<file path="config.mk">
export PLATFORM = sky130hd
export DESIGN_NAME = ssb_ctrl
export DESIGN_NICKNAME = d
export VERILOG_FILES = /design/src/ssb_pkg.sv /design/src/ssb_burst_if.sv /design/src/ssb_burst_addr.sv /design/src/ssb_ctrl.sv
export VERILOG_INCLUDE_DIRS = /design/src
export SDC_FILE = /design/constraint.sdc
export NUM_CORES = 1
export LEC_CHECK = 0
export ABC_CLOCK_PERIOD_IN_PS = 2200
export BUFFER_PORTS_ARGS = -buffer_cell sky130_fd_sc_hd__clkbuf_2
export CAP_MARGIN = 15
export CORE_UTILIZATION = 40
export DETAILED_ROUTE_END_ITERATION = 8
export PLACE_DENSITY_LB_ADDON = 0.12
export REMOVE_ABC_BUFFERS = 1
export SLEW_MARGIN = 20
export SYNTH_ARGS = -nofsm -noshare
export SYNTH_HDL_FRONTEND = slang
export SYNTH_SLANG_ARGS = --single-unit
export TNS_END_PERCENT = 5
</file>
<file path="constraint.sdc">
create_clock -name core_clk_i -period 2.2 [get_ports core_clk_i]
set_input_delay 0.44 -clock core_clk_i [delete_from_list [all_inputs] [get_ports core_clk_i]]
set_output_delay 0.44 -clock core_clk_i [all_outputs]
set_load 0.02 [all_outputs]
</file>
<file path="src/ssb_defines.svh">
`ifndef SSB_DEFINES_SVH
`define SSB_DEFINES_SVH

// Geometry of the wide (x36) organisation
`define SSB_ADDR_W      21
`define SSB_LANES       4
`define SSB_LANE_W      9
`define SSB_DATA_W      36
`define SSB_BEAT_W      2

// Asynchronous pin synchroniser depth
`define SSB_SYNC_DEPTH  3

// Wake-up time after the sleep request falls, in clock cycles
`define SSB_WAKE_CYCLES 2
`define SSB_WAKE_W      2

// Reset values
`define SSB_RST_BEAT    2'h0
`define SSB_RST_WAKE    2'h0
`define SSB_RST_ADDR    21'h000000
`define SSB_RST_DATA    36'h0_0000_0000
`define SSB_RST_LANES   4'h0

`endif

</file>
<file path="src/ssb_pkg.sv">
`include "ssb_defines.svh"

package ssb_pkg;

  // Gray coded along idle -> read -> write
  typedef enum logic [1:0] {
    SSB_IDLE  = 2'b00,
    SSB_READ  = 2'b01,
    SSB_WRITE = 2'b11
  } ssb_state_e;

  typedef logic [`SSB_ADDR_W-1:0] ssb_addr_t;
  typedef logic [`SSB_DATA_W-1:0] ssb_data_t;
  typedef logic [`SSB_LANES-1:0]  ssb_lane_t;
  typedef logic [`SSB_BEAT_W-1:0] ssb_beat_t;

endpackage

</file>
<file path="src/ssb_burst_if.sv">
`timescale 1ns/1ps

interface ssb_burst_if;
  import ssb_pkg::*;

  logic      load;
  logic      advance;
  logic      order;
  ssb_beat_t load_bits;
  ssb_beat_t cur_bits;
  ssb_beat_t next_bits;

  modport ctrl (
    output load,
    output advance,
    output order,
    output load_bits,
    input  cur_bits,
    input  next_bits
  );

  modport cnt (
    input  load,
    input  advance,
    input  order,
    input  load_bits,
    output cur_bits,
    output next_bits
  );
endinterface

</file>
<file path="src/ssb_burst_addr.sv">
`timescale 1ns/1ps
`include "ssb_defines.svh"

module ssb_burst_addr
  import ssb_pkg::*;
(
  // Clock and reset
  input  wire logic core_clk_i,
  input  wire logic sys_rst_i,
  // Counter side of the burst carrier
  ssb_burst_if.cnt  bif
);

  ssb_beat_t start_q;
  ssb_beat_t start_d;
  ssb_beat_t count_q;
  ssb_beat_t count_d;
  ssb_beat_t count_nx;

  assign count_nx = count_q + 2'h1;
  assign start_d  = bif.load ? bif.load_bits : start_q;
  assign count_d  = bif.load ? `SSB_RST_BEAT : (bif.advance ? count_nx : count_q);

  // Interleaved XORs the beat count in, linear adds it and wraps at four
  assign bif.cur_bits  = bif.order ? (start_q ^ count_q) : (start_q + count_q);
  assign bif.next_bits = bif.order ? (start_q ^ count_nx) : (start_q + count_nx);

  always_ff @(posedge core_clk_i) begin
    if (sys_rst_i) begin
      start_q <= `SSB_RST_BEAT;
      count_q <= `SSB_RST_BEAT;
    end else begin
      start_q <= start_d;
      count_q <= count_d;
    end
  end
endmodule // ssb_burst_addr

</file>
<file path="src/ssb_ctrl.sv">
`timescale 1ns/1ps
`include "ssb_defines.svh"

module ssb_ctrl
  import ssb_pkg::*;
(
  // Clock and reset
  input  wire logic      core_clk_i,
  input  wire logic      sys_rst_i,
  // Chip selects and strobes
  input  wire logic      chip_select_one_n_i,
  input  wire logic      chip_select_two_i,
  input  wire logic      chip_select_three_n_i,
  input  wire logic      proc_addr_strobe_n_i,
  input  wire logic      ctrl_addr_strobe_n_i,
  input  wire logic      burst_step_n_i,
  // Write enables
  input  wire logic      all_byte_write_n_i,
  input  wire logic      byte_write_gate_n_i,
  input  wire ssb_lane_t lane_write_n_i,
  // Static and asynchronous controls
  input  wire logic      burst_order_select_i,
  input  wire logic      sleep_request_i,
  input  wire logic      out_enable_n_i,
  // Address and data pins
  input  wire ssb_addr_t addr_i,
  input  wire ssb_data_t dq_i,
  output ssb_data_t      dq_o,
  output logic           dq_oe_o,
  // Storage array port
  output ssb_addr_t      mem_addr_o,
  output logic           mem_rd_o,
  output logic           mem_wr_o,
  output ssb_lane_t      mem_lane_we_o,
  output ssb_data_t      mem_wdata_o,
  input  wire ssb_data_t mem_rdata_i,
  // Status
  output logic           sleeping_o,
  output logic           busy_o
);

  ////////////////////////////////////////////////////////////////////////////
  // Asynchronous pin synchronisers: bit 0 sleep request, bit 1 output enable

  logic [1:0] async_pin;
  logic [1:0] async_s_q;
  logic [1:0] async_s_d;

  assign async_pin = {out_enable_n_i, sleep_request_i};

  genvar gi;
  generate
    for (gi = 0; gi < 2; gi++) begin : g_sync
      logic [`SSB_SYNC_DEPTH-1:0] chain_q;
      // First stage feeds only the second; a change counts once stages two and three agree
      assign async_s_d[gi] = (chain_q[1] == chain_q[2]) ? chain_q[2] : async_s_q[gi];
      always_ff @(posedge core_clk_i) begin
        if (sys_rst_i) begin
          chain_q <= 3'h0;
        end else begin
          chain_q <= {chain_q[1:0], async_pin[gi]};
        end
      end
    end
  endgenerate

  logic sleep_s;
  logic oe_off_s;
  assign sleep_s  = async_s_q[0];
  assign oe_off_s = async_s_q[1];

  ////////////////////////////////////////////////////////////////////////////
  // Wake-up counter

  logic [`SSB_WAKE_W-1:0] wake_q;
  logic [`SSB_WAKE_W-1:0] wake_d;
  logic                   acc_en;

  // Holding the counter loaded while asleep gives the full delay after release
  assign wake_d = sleep_s ? `SSB_WAKE_W'(`SSB_WAKE_CYCLES)
                          : ((wake_q != `SSB_RST_WAKE) ? wake_q - 2'h1 : wake_q);
  assign acc_en = !sleep_s && (wake_q == `SSB_RST_WAKE);

  ////////////////////////////////////////////////////////////////////////////
  // Write decode

  logic      wr_dec;
  ssb_lane_t lane_mask;

  assign wr_dec    = !all_byte_write_n_i || (!byte_write_gate_n_i && !(&lane_write_n_i));
  // Each mask bit covers eight data bits and the lane's parity bit
  assign lane_mask = !all_byte_write_n_i ? {`SSB_LANES{1'b1}}
                   : (!byte_write_gate_n_i ? ~lane_write_n_i : `SSB_RST_LANES);

  ////////////////////////////////////////////////////////////////////////////
  // Cycle decode

  ssb_state_e state_q;
  ssb_state_e state_d;

  logic cs_ok;
  logic proc_start;
  logic new_cyc;
  logic desel;
  logic begin_rd;
  logic begin_wr;
  logic in_burst;
  logic cont;
  logic step;
  logic rd_go;
  logic wr_go;

  assign cs_ok      = !chip_select_one_n_i && chip_select_two_i && !chip_select_three_n_i;
  // A high first select blocks the processor strobe entirely
  assign proc_start = !chip_select_one_n_i && !proc_addr_strobe_n_i;
  assign new_cyc    = proc_start || !ctrl_addr_strobe_n_i;
  assign desel      = new_cyc && !cs_ok;
  // Lane enables are ignored on a processor strobe edge
  assign begin_rd   = new_cyc && cs_ok && (proc_start || !wr_dec);
  assign begin_wr   = new_cyc && cs_ok && !proc_start && wr_dec;
  assign in_burst   = (state_q != SSB_IDLE);
  assign cont       = !new_cyc && in_burst;
  assign step       = !burst_step_n_i;
  assign rd_go      = acc_en && (begin_rd || (cont && !wr_dec));
  assign wr_go      = acc_en && (begin_wr || (cont && wr_dec));

  always_comb begin
    state_d = state_q;
    if (acc_en) begin
      if (desel) begin
        state_d = SSB_IDLE;
      end else if (rd_go) begin
        state_d = SSB_READ;
      end else if (wr_go) begin
        state_d = SSB_WRITE;
      end
    end
  end

  ////////////////////////////////////////////////////////////////////////////
  // Burst address

  ssb_burst_if bif ();

  ssb_burst_addr u_burst (
    .core_clk_i (core_clk_i),
    .sys_rst_i  (sys_rst_i),
    .bif        (bif)
  );

  logic [`SSB_ADDR_W-1:2] base_q;
  logic [`SSB_ADDR_W-1:2] base_d;
  ssb_addr_t              tgt_addr;

  assign bif.load      = acc_en && (begin_rd || begin_wr);
  assign bif.advance   = acc_en && cont && step;
  // The order pin is static, so it is sampled directly
  assign bif.order     = burst_order_select_i;
  assign bif.load_bits = addr_i[1:0];
  assign base_d        = bif.load ? addr_i[`SSB_ADDR_W-1:2] : base_q;
  assign tgt_addr      = bif.load ? addr_i
                       : (step ? {base_q, bif.next_bits} : {base_q, bif.cur_bits});

  ////////////////////////////////////////////////////////////////////////////
  // Array access and output pipeline

  logic      mem_rd_q;
  logic      mem_wr_q;
  ssb_addr_t mem_addr_q;
  ssb_lane_t mem_lane_q;
  ssb_data_t mem_wdata_q;
  ssb_data_t dout_q;
  logic      drive_q;

  always_ff @(posedge core_clk_i) begin
    if (sys_rst_i) begin
      state_q   <= SSB_IDLE;
      async_s_q <= 2'h0;
      wake_q    <= `SSB_RST_WAKE;
      base_q    <= (`SSB_ADDR_W-2)'(`SSB_RST_ADDR >> 2);
    end else begin
      state_q   <= state_d;
      async_s_q <= async_s_d;
      wake_q    <= wake_d;
      base_q    <= base_d;
    end
  end

  // Inputs are taken only on the rising edge; address, lanes and data held while asleep, read and write strobes cleared
  always_ff @(posedge core_clk_i) begin
    if (sys_rst_i) begin
      mem_rd_q    <= 1'b0;
      mem_wr_q    <= 1'b0;
      mem_addr_q  <= `SSB_RST_ADDR;
      mem_lane_q  <= `SSB_RST_LANES;
      mem_wdata_q <= `SSB_RST_DATA;
    end else begin
      mem_rd_q <= rd_go;
      mem_wr_q <= wr_go;
      if (rd_go || wr_go) begin
        mem_addr_q <= tgt_addr;
      end
      if (wr_go) begin
        mem_lane_q  <= lane_mask;
        mem_wdata_q <= dq_i;
      end
    end
  end

  // Read data lands one edge after the array access; a write clears the drive at once
  always_ff @(posedge core_clk_i) begin
    if (sys_rst_i) begin
      dout_q  <= `SSB_RST_DATA;
      drive_q <= 1'b0;
    end else begin
      drive_q <= mem_rd_q && !wr_go;
      if (mem_rd_q) begin
        dout_q <= mem_rdata_i;
      end
    end
  end

  // Final gate by the asynchronous pins
  assign dq_oe_o       = drive_q && !sleep_s && !oe_off_s;
  assign dq_o          = dout_q;
  assign mem_rd_o      = mem_rd_q;
  assign mem_wr_o      = mem_wr_q;
  assign mem_addr_o    = mem_addr_q;
  assign mem_lane_we_o = mem_lane_q;
  assign mem_wdata_o   = mem_wdata_q;
  assign sleeping_o    = sleep_s;
  assign busy_o        = in_burst;
endmodule // ssb_ctrl

</file>
==> results.yml <==
status:
  status: "finished clean"
global_route:
  grt_start_max_net_pins: 65
  grtUsageTotal: 0.1861
  grt_pass1_wl_um: 18930
  antenna_found_initial: 0
  grt_pass1_vias: 4194
  overflow: 0
drt:
  ant_nets: 0
  vias: 4405
  drt_iter0_drc: 207
  route.detailed.drc: 0
  first_pass_iters: 4
  post_drt_wl_per_cell_um: 12.83
  routed_wl_um: 12100
  vias_per_cell: 4.671
clock_tree:
  cts_made_buffers: 17
  post_cts.repair.setup_buffers: 0
  clockRootBuffer: "clkbuf_16"
  cts.sinks: 135
  cts.path.max_buffers: 2
  clk_pin_slew_worst_paths_ns: 0.05
  post_cts_resized: 0
  cts_max_level: 4
  clock_latency_ns: 0.41
  ctsHoldBuffers: 0
  cts_tree: "yes"
layout:
  nNetsFinal: 874
  drive_above_1_share: 0.3626
  syn2layout_area_growth_pct: 34.74
  antenna_cells: 0
  fin_util: 0.5623
worst_setup_path:
  path_max_fanout: 21
  end_kind: "flip-flop"
  cp.required_ns: 2.48
  cp.arrival_ns: 2.00
  criticalPathCategory: "flip-flop to flip-flop"
  cp-start-kind: "flip-flop"
yosys:
  synthDistinctLibCells: 44
  synth_area_mm2: 0.005117
  netlist_instances: 559
  async_flop_share: 0
  ys_seq_area_frac: 0.5281
  synth_area_leaders: "dfxtp_1, nand2_1, mux2i_1"
  synth_top_cell_by_area: "dfxtp_1"
  synth_top_area_frac: 0.5281
  yosys_warnings: 0
  syn_avg_cell_area_um2: 9.155
  synth_edf_count: 0
  synth_flop_cell: "dfxtp_1"
  ys_ff_latch: 135
power_and_ir_drop:
  p_total_mw: 5.873
  ir_worst_vdd_v: 0.0004469
  p_int_mw: 4.529
  clockPowerShare: 0.469
  p_per_area_mw_per_mm2: 851.8
  p_switching_mw: 1.344
  power_frac_comb: 0.092
  power.share.sequential: 0.438
  leakage_nw: 2.974
  switching_share: 0.2289
floorplanning:
  die_h_um: 115.1
  ios: 212
  dieArea_mm2: 0.01325
  start_util: 0.4173
  core-area_mm2: 0.01226
  rows: 40
  die_x_um: 115.1
sta:
  rsz0062_at_grt: "false"
  maxSlewHeadroom: 0.7195
  period_share: 0.7826
  hold_viol_final: 0
  finalMaxSlewViolations: 0
  finalSetupViolations: 0
  tns_ns: 0
  min_period_ns: 1.722
  clock_skew_ns: 0.005420
  fmax_mhz: 580.8
  tightest_slew_ns: 0.4207
place:
  port_buffers: 211
  dp_hpwl_um: 8568
  globalplace.congestion: 0.7251
flow_run:
  maxCapViolCount: 0
hold_path:
  hold_class: "primary input to flip-flop"
layout by cell type, fill, tap and decap left out, types with 3 or more instances in the layout:
master | netlist | layout
nor3b_1 | 3 | 3
clkbuf_8 | 0 | 4
dfxtp_1 | 135 | 134
clkbuf_16 | 0 | 17
clkinv_2 | 0 | 6
nor2_1 | 51 | 51
a21oi_2 | 18 | 18
clkbuf_2 | 0 | 210
o21ai_0 | 8 | 8
buf_12 | 0 | 4
xnor2_1 | 5 | 5
a21oi_1 | 62 | 62
nor3_1 | 4 | 4
nor3_2 | 6 | 6
buf_4 | 1 | 7
mux2i_1 | 36 | 36
nor2b_1 | 7 | 7
nand2_1 | 139 | 139
mux2_1 | 18 | 18
cell type report:
cell class,instances,area (um2)
Clock buffer,23,488.0
Clock inverter,9,97.59
Fill cell,1130,5366
Inverter,1,3.754
Multi-Input combinational cell,386,2208
Sequential cell,135,2704
Tap cell,168,210.2
Timing Repair Buffer,221,1184
critical path, cell delays in order, from the launching register on:
cell     delay (ns)
dfxtp_1        0.38
or3_4          0.40
nor2_4         0.14
buf_12         0.19
mux2_1         0.34
nand2_1        0.09
a21oi_2        0.06
path summary, 6_finish.rpt:
| kind | slack [ns] | endpoint | startpoint | cells after the start |
|---|---|---|---|---|
| worst max-delay path | 0.48 | mem_addr_o[6] | async_s_q[0] | 6 |
| worst min-delay path | 0.24 | g_sync[1].chain_q[0] | out_enable_n_i | 2 |
| worst max register to register | 0.48 | mem_addr_o[6] | async_s_q[0] | 6 |
| worst min register to register | 0.44 | g_sync[1].chain_q[1] | g_sync[1].chain_q[0] | 1 |
flip-flops by register name, indices dropped and copies added, names as in the netlist, 2 cells and up:
register,count
dq_o,36
mem_wdata_o,36
async_s_q,2
base_q,19
u_burst.start_q,2
u_burst.count_q,2
state_q,2
wake_q,2
mem_addr_o,21
mem_lane_we_o,4
g_sync.chain_q,6
power groups by stage:
stage                     sequential, mW  clock [mW]  combinational, mW
after floorplan                     2.70           0              0.190
after global placement              2.62           0              0.537
after detailed placement            2.63           0              0.547
after CTS                           2.57        2.84              0.549
after global routing                2.58        2.94              0.597
final                               2.57        2.76              0.543
synth_stat cells, types with 3 or more instances:
library cell / instances
buf_2: 9
nor3_1: 4
a21oi_1: 62
a21oi_2: 18
nor2_1: 51
xnor2_1: 5
o21ai_0: 8
nor2b_1: 7
nor3b_1: 3
mux2_1: 18
clkbuf_1: 20
mux2i_1: 36
buf_6: 5
dfxtp_1: 135
nor3_2: 6
nand2_1: 139
kinds of logic after synthesis:
kind of cell             synth area share
AO/OA/AOI/OAI                      0.1134
XOR/XNOR                          0.01027
adder cells (fa/ha/maj)          0.004889
buffers and inverters             0.04034
flip-flops                         0.5281
multiplexers                       0.1122
AND/OR/NAND/NOR                    0.1907
metal layers:
metal | vias to the layer above | part of all wire | track usage
met5 | - | 0 | 0
met4 | 0 | 0.012 | 0.08052
met3 | 15 | 0.076 | 0.06747
met2 | 152 | 0.48 | 0.3265
met1 | 1968 | 0.43 | 0.2019
li1 | 2270 | - | -
per-stage QoR:
stage	setup WS (ns)	area, um2	cells	hold WS, ns
2_1_floorplan	0.04186	4915	522	0.4138
3_3_place_gp	0.3774	6310	911	0.4159
3_5_place_dp	0.3192	6310	911	0.4284
4_1_cts	0.4692	6895	943	0.2201
5_1_grt	0.3973	6895	943	0.2407
6_report	0.4783	6895	943	0.2429
No activity file was read; power rests on OpenSTA's default activity.
